**config.mk**
```make
export PLATFORM = sky130hd
export DESIGN_NAME = gpm_port
export DESIGN_NICKNAME = d
export VERILOG_FILES = /design/src/rtl/gpm_pkg.sv /design/src/rtl/gpm_cfg_if.sv /design/src/rtl/gpm_pad.sv /design/src/rtl/gpm_port.sv
export SDC_FILE = /design/constraint.sdc
export NUM_CORES = 1
export LEC_CHECK = 0
export BUFFER_PORTS_ARGS = -buffer_cell sky130_fd_sc_hd__buf_2
export CORE_UTILIZATION = 25
export CTS_BUF_LIST = sky130_fd_sc_hd__clkbuf_8
export DETAILED_ROUTE_END_ITERATION = 8
export PLACE_DENSITY = 0.44
export SYNTH_ARGS = -nofsm -noshare
export SYNTH_HDL_FRONTEND = slang
export SYNTH_SLANG_ARGS = --single-unit
```
**constraint.sdc**
```tcl
create_clock -name core_clk -period 1.8 [get_ports core_clk]
set_input_delay 0.09 -clock core_clk [delete_from_list [all_inputs] [get_ports core_clk]]
set_output_delay 0.09 -clock core_clk [all_outputs]
set_load 0.01 [all_outputs]
```
**src/rtl/gpm_pkg.sv**
```systemverilog
/*
 * Constants and types shared by the pin mode / driver type port logic.
 * Assumes one 32-bit bus word per register and 16 pins per port.
 */
`default_nettype none
package gpm_pkg;
    localparam int PIN_COUNT = 16;
    localparam int PORT_COUNT = 3;
    localparam int MODE_W = 2;
    localparam int DATA_W = 32;
    localparam int LANE_COUNT = 4;
    localparam int LANE_W = 8;
    // Each port decodes a 1 KiB window
    localparam int WINDOW_BITS = 10;
    localparam logic [31:0] WINDOW_MASK = 32'h0000_03FF;
    localparam logic [31:0] PORT_BASE [PORT_COUNT] = '{32'h4002_0000, 32'h4002_0400,
        32'h4002_0800};
    localparam logic [31:0] MODE_RST [PORT_COUNT] = '{32'hA800_0000, 32'h0000_0280,
        32'h0000_0000};
    localparam logic [15:0] OTYPE_RST = 16'h0000;
    localparam logic [15:0] OTYPE_UPPER_READ = 16'h0000;
    localparam logic [WINDOW_BITS-1:0] OFS_PIN_MODE_SELECT = 10'h000;
    localparam logic [WINDOW_BITS-1:0] OFS_OUTPUT_DRIVER_TYPE = 10'h004;
    localparam logic [DATA_W-1:0] UNMAPPED_READ = 32'h0000_0000;

    typedef enum logic [1:0] {
        MODE_INPUT = 2'h0,
        MODE_OUTPUT = 2'h1,
        MODE_ALTERNATE = 2'h2,
        MODE_ANALOG = 2'h3
    } gpm_mode_e;

    localparam logic DRV_PUSH_PULL = 1'b0;
    localparam logic DRV_OPEN_DRAIN = 1'b1;

    typedef struct packed {
        logic [DATA_W-1:0] pinModeSelect;
        logic [PIN_COUNT-1:0] outputDriverType;
        logic [DATA_W-1:0] readData;
        logic readValid;
    } gpm_regs_s;

    typedef struct packed {
        logic [PIN_COUNT-1:0] padOut;
        logic [PIN_COUNT-1:0] padOe;
        logic [PIN_COUNT-1:0] inputValue;
        logic [PIN_COUNT-1:0] triggerEnable;
    } gpm_pad_s;
endpackage
`default_nettype wire

```
**src/rtl/gpm_cfg_if.sv**
```systemverilog
/*
 * Carrier of the stored pin configuration from the register file to the pad logic.
 * Assumes both ends run on the same clock.
 */
`default_nettype none
interface gpm_cfg_if;
    import gpm_pkg::*;
    logic [DATA_W-1:0] pinModeField;
    logic [PIN_COUNT-1:0] drainTypeBit;
    modport reg_end (output pinModeField, output drainTypeBit);
    modport pad_end (input pinModeField, input drainTypeBit);
endinterface
`default_nettype wire

```
**src/rtl/gpm_pad.sv**
```systemverilog
/*
 * Per-pin driver and input path, steered by mode field and drain type bit.
 * Assumes pad input is already synchronous to core_clk.
 */
`default_nettype none
module gpm_pad
    import gpm_pkg::*;
(
    input wire logic core_clk,
    input wire logic reset_n,
    gpm_cfg_if.pad_end cfg,
    input wire logic [PIN_COUNT-1:0] pinOutputValue,
    input wire logic [PIN_COUNT-1:0] altOutValue,
    input wire logic [PIN_COUNT-1:0] padIn,
    output logic [PIN_COUNT-1:0] padOut,
    output logic [PIN_COUNT-1:0] padOe,
    output logic [PIN_COUNT-1:0] pinInputValue,
    output logic [PIN_COUNT-1:0] triggerEnable
);
    gpm_pad_s padR;
    gpm_pad_s padNxt;
    logic [PIN_COUNT-1:0] outNxt;
    logic [PIN_COUNT-1:0] oeNxt;
    logic [PIN_COUNT-1:0] trigNxt;

    for (genvar p = 0; p < PIN_COUNT; p++) begin : g_pin
        gpm_mode_e mode;
        logic drive;
        logic value;
        assign mode = gpm_mode_e'(cfg.pinModeField[MODE_W*p +: MODE_W]);
        assign drive = (mode == MODE_OUTPUT) || (mode == MODE_ALTERNATE);
        assign value = (mode == MODE_ALTERNATE) ? altOutValue[p] : pinOutputValue[p];
        assign oeNxt[p] = drive && !(cfg.drainTypeBit[p] == DRV_OPEN_DRAIN && value);
        assign outNxt[p] = (cfg.drainTypeBit[p] == DRV_OPEN_DRAIN) ? 1'b0 : value;
        assign trigNxt[p] = (mode != MODE_ANALOG);
    end

    always_comb begin
        padNxt.padOut = outNxt;
        padNxt.padOe = oeNxt;
        padNxt.triggerEnable = trigNxt;
        padNxt.inputValue = padIn & trigNxt;
    end

    always_ff @(posedge core_clk) begin
        if (!reset_n) begin
            padR <= '0;
        end else begin
            padR <= padNxt;
        end
    end

    assign padOut = padR.padOut;
    assign padOe = padR.padOe;
    assign pinInputValue = padR.inputValue;
    assign triggerEnable = padR.triggerEnable;
endmodule
`default_nettype wire

```
**src/rtl/gpm_port.sv**
```systemverilog
/*
 * One GPIO port: pin mode select and output driver type registers, with pad logic.
 * Assumes a simple on-chip bus: one-cycle select, byte enables set by the master
 * for the access size, read data one cycle later. Freeze bits come from the
 * freeze register outside this block.
 */
// How it works
// - Three instances exist, chosen by PORT_INDEX, decoding windows at 0x4002_0000, 0x4002_0400 and 0x4002_0800.
// - The pin mode register at offset 0x00 holds two bits per pin, pin n at bits 2n+1:2n.
// - A mode field of 00 means input, 01 output, 10 alternate function and 11 analog.
// - After reset the mode register holds 0xA800_0000, 0x0000_0280 or 0 for ports A, B, C.
// - Byte, half-word and word writes change only the enabled byte lanes.
// - The driver type register at offset 0x04 has one bit per pin in 15:0; 31:16 are reserved.
// - A driver type bit of 0 selects push-pull and 1 open-drain, push-pull after reset.
// - The driver type register resets to zero on every port.
// - Only bus writes change the mode and driver type fields.
// - Open-drain drives low on 0 and floats on 1; push-pull drives the value.
// - While freezeActive is high, pins with pinFreezeBit set ignore writes to their fields.
// - An analog pin reads 0 and has its driver and input trigger off.
`default_nettype none
module gpm_port
    import gpm_pkg::*;
#(
    parameter int PORT_INDEX = 0,
    parameter int PINS = PIN_COUNT
) (
    input wire logic core_clk,
    input wire logic reset_n,
    input wire logic busSel,
    input wire logic busWrite,
    input wire logic [31:0] busAddr,
    input wire logic [LANE_COUNT-1:0] busByteEn,
    input wire logic [DATA_W-1:0] busWdata,
    output logic [DATA_W-1:0] busRdata,
    output logic busReadValid,
    input wire logic freezeActive,
    input wire logic [PIN_COUNT-1:0] pinFreezeBit,
    input wire logic [PIN_COUNT-1:0] pinOutputValue,
    input wire logic [PIN_COUNT-1:0] altOutValue,
    input wire logic [PIN_COUNT-1:0] padIn,
    output logic [PIN_COUNT-1:0] padOut,
    output logic [PIN_COUNT-1:0] padOe,
    output logic [PIN_COUNT-1:0] pinInputValue,
    output logic [PIN_COUNT-1:0] triggerEnable,
    output logic [DATA_W-1:0] pinModeSelect,
    output logic [PIN_COUNT-1:0] outputDriverType
);
    if (PORT_INDEX < 0 || PORT_INDEX >= PORT_COUNT) begin : g_bad_index
        $error("PORT_INDEX out of range");
    end
    if (PINS != PIN_COUNT) begin : g_bad_pins
        $error("Only 16 pins per port are supported");
    end

    // own base and own reset value
    localparam logic [31:0] MY_BASE = PORT_BASE[PORT_INDEX];
    localparam logic [31:0] MY_MODE_RST = MODE_RST[PORT_INDEX];

    gpm_regs_s regR;
    gpm_regs_s regNxt;
    gpm_cfg_if cfgBus ();

    logic hit;
    logic [WINDOW_BITS-1:0] offset;
    logic wrMode;
    logic wrType;
    logic rdStrobe;
    logic [DATA_W-1:0] laneMask;
    logic [DATA_W-1:0] modeFreeze;
    logic [DATA_W-1:0] modeWrMask;
    logic [PIN_COUNT-1:0] typeWrMask;

    assign hit = busSel && ((busAddr & ~WINDOW_MASK) == MY_BASE);
    assign offset = busAddr[WINDOW_BITS-1:0];
    assign wrMode = hit && busWrite && (offset == OFS_PIN_MODE_SELECT);
    assign wrType = hit && busWrite && (offset == OFS_OUTPUT_DRIVER_TYPE);
    assign rdStrobe = hit && !busWrite;

    for (genvar l = 0; l < LANE_COUNT; l++) begin : g_lane
        assign laneMask[LANE_W*l +: LANE_W] = {LANE_W{busByteEn[l]}};
    end

    for (genvar p = 0; p < PIN_COUNT; p++) begin : g_freeze
        assign modeFreeze[MODE_W*p +: MODE_W] = {MODE_W{freezeActive && pinFreezeBit[p]}};
    end

    assign modeWrMask = laneMask & ~modeFreeze;
    // upper half never written
    // Only lanes 0 and 1 reach the stored bits; lanes 2 and 3 fall away
    assign typeWrMask = laneMask[PIN_COUNT-1:0] & ~({PIN_COUNT{freezeActive}} & pinFreezeBit);

    always_comb begin
        regNxt = regR;
        if (wrMode) begin
            regNxt.pinModeSelect = (regR.pinModeSelect & ~modeWrMask) |
                (busWdata & modeWrMask);
        end
        if (wrType) begin
            // one bit per pin in 15:0
            regNxt.outputDriverType = (regR.outputDriverType & ~typeWrMask) |
                (busWdata[PIN_COUNT-1:0] & typeWrMask);
        end
        regNxt.readValid = rdStrobe;
        regNxt.readData = UNMAPPED_READ;
        if (rdStrobe) begin
            // Narrow reads still return the whole word
            unique case (offset)
                OFS_PIN_MODE_SELECT: regNxt.readData = regR.pinModeSelect;
                OFS_OUTPUT_DRIVER_TYPE: regNxt.readData = {OTYPE_UPPER_READ,
                    regR.outputDriverType};
                default: regNxt.readData = UNMAPPED_READ;
            endcase
        end
    end

    always_ff @(posedge core_clk) begin
        if (!reset_n) begin
            regR.pinModeSelect <= MY_MODE_RST;
            regR.outputDriverType <= OTYPE_RST;
            regR.readData <= UNMAPPED_READ;
            regR.readValid <= 1'b0;
        end else begin
            regR <= regNxt;
        end
    end

    assign busRdata = regR.readData;
    assign busReadValid = regR.readValid;
    assign pinModeSelect = regR.pinModeSelect;
    assign outputDriverType = regR.outputDriverType;
    assign cfgBus.pinModeField = regR.pinModeSelect;
    assign cfgBus.drainTypeBit = regR.outputDriverType;

    gpm_pad u_pad (
        .core_clk(core_clk),
        .reset_n(reset_n),
        .cfg(cfgBus),
        .pinOutputValue(pinOutputValue),
        .altOutValue(altOutValue),
        .padIn(padIn),
        .padOut(padOut),
        .padOe(padOe),
        .pinInputValue(pinInputValue),
        .triggerEnable(triggerEnable)
    );
endmodule
`default_nettype wire

```
# --- After elaboration in Yosys (flattened, before gate mapping) ---
# Index checks and enable logic that the tools add are counted.
word_totals:
  mem_bits_ro: 0
  wordCells: 209
  ram_bits: 0
  latch_bits: 0
  inputBits: 137
  regBits: 145
  mem_count: 0
  out_inout_bits: 145
op_classes:
  addsub: 0
  mul: 0
  n_lt_le_gt_ge: 0
  n_reduce_logical: 104
  shifts: 0
  bitwise_logic: 15
  eq_ne: 50
  muxes: 17
  div: 0
ops:
  columns: ["cell", "count"]
  rows:
  - ["bitwise AND 32 bit", 3]
  - ["bitwise AND 16 bit", 5]
  - ["NOT 32 bit", 2]
  - ["one-hot mux 32 bit (2 select lines)", 1]
  - ["logical AND 1 bit", 53]
  - ["== test 2 x 1 -> 1 bit, second input constant", 16]
  - ["== test 2 bit, second input constant", 16]
  - ["!= test 2 bit, second input constant", 16]
  - ["NOT 16 bit", 2]
  - ["bitwise OR 32 bit", 1]
  - ["OR reduction 2 bit", 16]
  - ["== test 22 x 21 -> 1 bit, second input constant", 1]
  - ["logical NOT 1 bit", 17]
  - ["logical OR 1 bit", 16]
  - ["two-way mux 1 bit", 16]
  - ["bitwise OR 16 bit", 1]
  - ["== test 10 x 3 -> 1 bit, second input constant", 1]
  - ["logical NOT 10 bit", 1]
  - ["AND reduction 2 bit", 1]
  - ["NOT 1 bit", 1]

# --- Logic depth before layout (Yosys ltp) ---
# Gate-level depths: netlist (run 1).
depth:
  ltp_word: 6
  ltp_mapped: 6
  ltp_nobuf: 5

# --- Cells and area by module ---
# A second synthesis (run 1) with hierarchy kept.
unflattened:
  hier_cells: 598
  hier_area_um2: 6232.2
modules_own_cells:
  columns: ["module", "n_inst", "seq_area_each_um2", "area_per_inst_um2", "cells_each"]
  rows:
  - ["gpm_port", 1, 1621.6, 3684.8, 379]
  - ["gpm_pad", 1, 1281.2, 2547.4, 219]

# --- Worst setup path before layout (run 1) ---
# No wires, ideal clock.
synth_timing:
  kind: "input -> register"
  start: "input port busAddr[14]"
  end: "register (tool-made name)"
  cell_stages: 5
  setup_time_ns: 0.072
  arrival_time_ns: 1.377
  slack_ns: 0.351
  required_time_ns: 1.728
  n_path_buf: 1
  path_cell_list: "nor4b_1 > nand2_1 > clkbuf_1 > nor4_2 > mux2i_1"
synth_rtl:
  columns: ["item", "line_no", "rtl"]
  rows:
  - ["start, declared", "gpm_port.sv:31", "input wire logic [31:0] busAddr,"]

==> run_results.csv, run 1 <==
group,metric,value,unit
status,status,"completed",
clock_network,post_cts_buffers,0,
grt,antenna_found_initial,2,
route,drtIter0Drc,224,
grt,grt_pass1_wl,31200,um
sta,slew_viol_final,0,
yosys,syn_area_per_cell,10.5,um^2
power,leakage,0.00435,uW
finish,nets,1135,
yosys,synth_cell_types,32,
grt,grt_start_max_net_pins,49,
sta,setup_violations,0,
finish,finalInstanceArea,0.00940,mm^2
die,start_util,25.5,%
sta,fin_crit,1.72,ns
yosys,ys_seq_area_share,46.8,%
place,place_ws,0.0314,ns
worst_hold_path,hold_class,"in -> reg",
setup_path,r2r_cells,5,
die,chipHeight,160,um
sta,maxSlewHeadroom,71.9,%
setup_path,cp-end-kind,"flop",
route,wl_per_cell,15.2,um
sta,grt_setup_unrepaired,"false",
route,vias,5438,
sta,max_freq,0.581,GHz
route,drc,0,
sta,fin_tns_setup,0,ns
clock_network,cts_buffers,17,
finish,n_antenna_cell,0,
sta,whs,0.0206,ns
sta,finalClockSkew,0.0134,ns
route,wl,19800,um
route,routed_via_density,4.18,
die,core_area,0.0243,mm^2
clock_network,clkSinkCount,145,
grt,first_global_vias,5540,
die,die_x,160,um
die,fp-row-count,57,
yosys,async_flop_share,0,%
setup_path,startpoint_type,"flop",
power,cellPowerDensity,711,mW/mm^2
yosys,synth_nets,761,
setup_path,cp_max_fo,5,
clock_network,cts_tree,"done",
yosys,ys_ff_latch,145,
clock_network,cts.path.max_buffers,2,
sta,tightest_slew,0.415,ns
sta,finalWorstSetupSlack,0.0781,ns
sta,period_share,95.7,%
clock_network,clock_latency,0.45,ns
finish,drive_gt1_share,41.1,%
place,gp_congestion,0.697,
setup_path,path_class,"reg -> reg",
yosys,synth_area,0.00620,mm^2
sta,hold_viol_final,0,
finish,area_delta_synth_final,51.5,%
setup_path,worstPathArrival,2.08,ns
yosys,synth-edff-count,0,
route,dr.pass1.iters,5,
yosys,synth-main-ff-cell,"dfxtp_1",
flow_run,drv_cap,0,
place,placed_area,0.00812,mm^2
setup_path,required,2.16,ns
place,io_buffers,281,
clock_network,htreeDepth,4,
die,io-pin-count,282,
power,ir_drop,0.318,mV
clock_network,cts_root_buf,"clkbuf_8",
yosys,yosysWarnings,0,
yosys,synthCells,592,
worst_hold_path,whs_path_depth,3,
place,dp_hpwl,14400,um
route,ant_nets,0,
die,die_area,0.0254,mm^2
grt,overflow,0,
grt,grt_util_all_layers,15.9,%
clock_network,clk_pin_slew,0.09,ns
## placed cells by master (no fill, tap or decap), drive strengths merged
| cell | count |
|---|---|
| buf | 303 |
| nor3 | 1 |
| clkbuf | 18 |
| nor4b | 4 |
| nand2b | 16 |
| a22oi | 16 |
| inv | 19 |
| ha | 32 |
| and3 | 2 |
| mux2i | 49 |
| a21oi | 15 |
| clkinv | 4 |
| dlygate4sd3 | 85 |
| nor2 | 17 |
| clkinvlp | 4 |
| and3b | 15 |
| nor4 | 37 |
| nand2 | 100 |
| a21o | 4 |
| mux2 | 15 |
| or3 | 1 |
| nand4 | 1 |
| bufinv | 3 |
| nor2b | 23 |
| nor3b | 2 |
| dfxtp | 145 |
| and2 | 33 |
| nand3 | 14 |
## critical path: stages, from the launching register on
cell and delay (ns):
dfxtp_2 0.38, inv_1 0.05, ha_1 0.20, mux2_2 0.26
dlygate4sd3_1 0.56, and3b_1 0.18
## timing repair
action	in CTS	in global routing
hold endpoints to repair	86	2
gates resized for setup	0	17
hold buffers	83	2
endpoints found under the setup margin	0	12
## area by class of cell
class | instances | area (um^2)
inverters | 17 | 63.8
clock buffers | 18 | 248
repair buffers | 388 | 2510
well taps | 324 | 405
multi-input cells | 397 | 3080
clock inverters | 13 | 161
flip-flops and latches | 145 | 2920
fillers | 2457 | 14900
## through the flow
step                util [%]  power [uW]  std cells
CTS                     38.5        6790       1300
global route            38.6        7020       1302
detailed placement      33.4        3850       1186
global placement        33.4        3840       1186
floorplan                  -        3570        592
finish                  38.6        6690       1302
## final timing paths
check / from / end / slack (ns)
setup / recovery: flop / u_pad.padOut[3]$_SDFF_PP0_ / 0.08
hold / removal: pinOutputValue[1] / u_pad.padOut[1]$_SDFF_PP0_ / 0.02
setup reg to reg: flop / u_pad.padOut[3]$_SDFF_PP0_ / 0.08
hold reg to reg: flop / flop / 0.49
## synth_stat cells (all sizes together), types with 16 or more instances
| master | instances | area, um^2 |
|---|---|---|
| a22oi | 16 | 120 |
| and2 | 33 | 206 |
| clkbuf | 21 | 78.8 |
| dfxtp | 145 | 2900 |
| ha | 32 | 400 |
| inv | 17 | 63.8 |
| mux2i | 49 | 490 |
| nand2 | 100 | 375 |
| nand2b | 16 | 100 |
| nor2 | 17 | 63.8 |
| nor2b | 23 | 144 |
| nor4 | 37 | 568 |
## power breakdown
| part | internal [uW] | switching (uW) | leakage [uW] | total (uW) |
|---|---|---|---|---|
| sequential | 3260 | 12.8 | 0.00119 | 3280 |
| clock | 1400 | 1380 | 0.000197 | 2780 |
| combinational | 350 | 277 | 0.00297 | 627 |
## kinds of logic (layout without fill, tap and decap cells)
family                     after synthesis  after routing  synth area share (%)
buffers and inverters                   50            436                  3.53
DFF                                    145            145                  46.8
adders and majority gates               32             32                  6.45
muxes                                   64             64                  10.6
and+or+nand+nor                        266            266                  29.0
AOI/OAI and AO/OA                       35             35                  3.63
## per-layer routing
metal	track usage (%)	up-vias	wire, um
li1	-	2746	-
met1	20.3	2502	9170
met2	26.1	175	9320
met3	4.64	13	1130
met4	3.54	2	165
met5	0	-	13
(Power assumes the default switching activity.)
==> run 2: changes to the inputs <==
CORE_MARGIN = 2   (was not set)
SYNTH_HIERARCHICAL = 1   (was not set)
==> run 2 against run 1 <==
  * Clock-buffer cell count is 1 higher
  * Die area is 3.0% higher
  * Sequential share of layout area is 0.34 points lower
  * Critical path type unchanged
  * Critical endpoint is now u_pad/padOut[8]$_SDFF_PP0_
  * Highest routed layer unchanged
==> run_results.csv, run 2 <==
group,metric,value,unit
setup_path,startpoint_type,"flop",
yosys,async_flop_share,0,%
yosys,synth_area_leader_cell,"dfxtp_1",
grt,overflow,0,
yosys,synth_cell_types,33,
finish,finalInstanceArea,0.00950,mm^2
place,placedCellCount,1196,
finish,final_cells,1318,
yosys,synth_top_area_share,46.6,%
finish,final_core_util,38.9,%
setup_path,cp.depth,5,
yosys,synth_area,0.00623,mm^2
setup_path,cp-end-kind,"flop",
sta,grt_setup_unrepaired,"false",
finish,nets,1147,
setup_path,endpoint,"u_pad/padOut[8]$_SDFF_PP0_",
setup_path,required,2.14,ns
power,cellPowerDensity,704,mW/mm^2
setup_path,path_cells,"inv_1, ha_1, mux2_2, dlygate4sd3_1, and3b_1",
place,placed_area,0.00818,mm^2
setup_path,r2r_end,"u_pad/padOut[8]$_SDFF_PP0_",
finish,drive_gt1_share,39.6,%
power,ir_drop,0.319,mV
setup_path,slowest_stage,"dlygate4sd3_1",
clock_network,clkSinkCount,145,
setup_path,max_stage_delay,0.57,ns
die,chipHeight,162,um
sta,finalClockSkew,0.0137,ns
finish,area_delta_synth_final,52.4,%
sta,fin_tns_setup,0,ns
sta,slew_viol_final,0,
sta,tightest_slew,0.494,ns
setup_path,path_class,"reg -> reg",
clock_network,cts_tree,"done",
finish,final_common_cell,"buf_2",
sta,max_freq,0.580,GHz
yosys,synth-main-ff-cell,"dfxtp_1",
setup_path,worstPathArrival,2.06,ns
worst_hold_path,hold_class,"in -> reg",
route,routed_via_density,4.15,
clock_network,cts_root_buf,"clkbuf_8",
setup_path,cp.buffers_inverters,2,
route,drc,0,
clock_network,clk_pin_slew,0.08,ns
route,wl,20100,um
die,fp-row-count,57,
sta,setup_violations,0,
place,gp_congestion,0.739,
grt,antenna_found_initial,9,
yosys,synthCells,598,
grt,grt_start_max_net_pins,51,
yosys,yosysMostFrequentCell,"dfxtp_1",
setup_path,r2r_setup_slack,0.08,ns
yosys,synth-edff-count,0,
route,vias,5469,
route,ant_nets,0,
clock_network,post_cts_buffers,0,
finish,layout_common_cells,"buf_2, dfxtp_1, nand2_1",
clock_network,cts_buffers,17,
place,io_buffers,281,
clock_network,htreeDepth,4,
place,dp_hpwl,15200,um
setup_path,path_delay_family,"buffers and inverters",
clock_network,clock_latency,0.44,ns
status,status,"completed",
die,die_area,0.0262,mm^2
yosys,ys_ff_latch,145,
sta,hold_viol_final,0,
yosys,yosysWarnings,6,
clock_network,cts.path.max_buffers,2,
flow_run,drv_cap,0,
route,drtIter0Drc,232,
route,wl_per_cell,15.3,um
die,die_x,162,um
die,core_area,0.0244,mm^2
yosys,synth_nets,767,
yosys,ys_seq_area_share,46.6,%
route,dr.pass1.iters,4,
yosys,netlist_top_cells_count,"dfxtp_1, nand2_1, mux2i_1",
sta,maxSlewHeadroom,66.6,%
setup_path,cp_max_fo,5,
yosys,synth_area_leaders,"dfxtp_1, mux2i_1, ha_1",
die,io-pin-count,282,
power,leakage,0.00451,uW
grt,first_global_vias,5419,
yosys,syn_area_per_cell,10.4,um^2
setup_path,r2r_cells,5,
grt,grt_pass1_wl,30900,um
sta,fin_crit,1.72,ns
die,start_util,25.6,%
sta,period_share,95.8,%
grt,grt_util_all_layers,15.4,%
==> run 2: cell count changes in the layout (fill, tap and decap cells not counted), sizes merged, moves of 6 or more <==
cell,change
nor2b,-17
o211a,+6
inv,+15
and2b,+16
==> run 2: final cells by class <==
type	instances	area (um^2)
Tap cell	324	405
Clock buffer	19	262
Timing Repair Buffer	394	2580
Multi-Input combinational cell	391	3050
Sequential cell	145	2920
Antenna cell	3	7.51
Inverter	29	109
Fill cell	2497	14900
Clock inverter	13	159
==> run 2: repair_timing <==
| action | CTS | global route |
|---|---|---|
| gates resized for setup | 0 | 15 |
| hold endpoints to repair | 85 | 0 |
| hold buffers | 87 | 0 |
| endpoints found under the setup margin | 0 | 9 |
==> run 2: worst min-delay path by stage <==
stage              startpoint                            endpoint  depth (start not counted)
2_1_floorplan        padIn[0]   u_pad/pinInputValue[0]$_SDFF_PN0_                          1
3_3_place_gp         padIn[0]   u_pad/pinInputValue[0]$_SDFF_PN0_                          2
3_5_place_dp        padIn[13]  u_pad/pinInputValue[13]$_SDFF_PN0_                          2
4_1_cts        altOutValue[3]           u_pad/padOe[3]$_SDFF_PN0_                          3
5_1_grt               reset_n                                flop                          3
6_report       altOutValue[3]           u_pad/padOe[3]$_SDFF_PN0_                          3
==> run 2: kinds of logic after synthesis <==
family / Yosys count / synth area share, %
muxes: 64 / 10.5
buffers and inverters: 62 / 4.46
DFF: 145 / 46.6
adders and majority gates: 32 / 6.42
AOI/OAI and AO/OA: 36 / 4.18
and+or+nand+nor: 259 / 27.9
==> run 2: per-stage QoR <==
stage	total power [uW]	setup WS (ns)	hold slack, ns
2_1_floorplan	3570	0.350	0.212
3_3_place_gp	3850	-0.0211	0.289
4_1_cts	6820	0.00176	0.00326
6_report	6680	0.0752	0.0336
3_5_place_dp	3850	-0.0365	0.296
5_1_grt	7030	0.000722	0.0188
==> run 2: metal layers <==
layer  vias to the layer above  routed length [um]  GRT usage (%)  part of all wire (%)
li1                       2780                   -              -                     -
met1                      2466                9170           20.1                    46
met2                       191                9290           24.7                    46
met3                        22                1430           4.95                   7.1
met4                        10                 173           3.86                  0.86
met5                         -                  61              0                  0.30
==> run 2: worst reg2reg max path, stage by stage, from the launching register on <==
cell,delay [ns]
dfxtp_2,0.38
inv_1,0.06
ha_1,0.19
mux2_2,0.26
dlygate4sd3_1,0.57
and3b_1,0.18
==> run 2: where the power goes <==
part | leakage, uW | switching [uW] | internal [uW]
registers | 0.00119 | 11.9 | 3260
clock network | 0.000208 | 1320 | 1450
logic | 0.00311 | 284 | 359
total | 0.00451 | 1610 | 5070
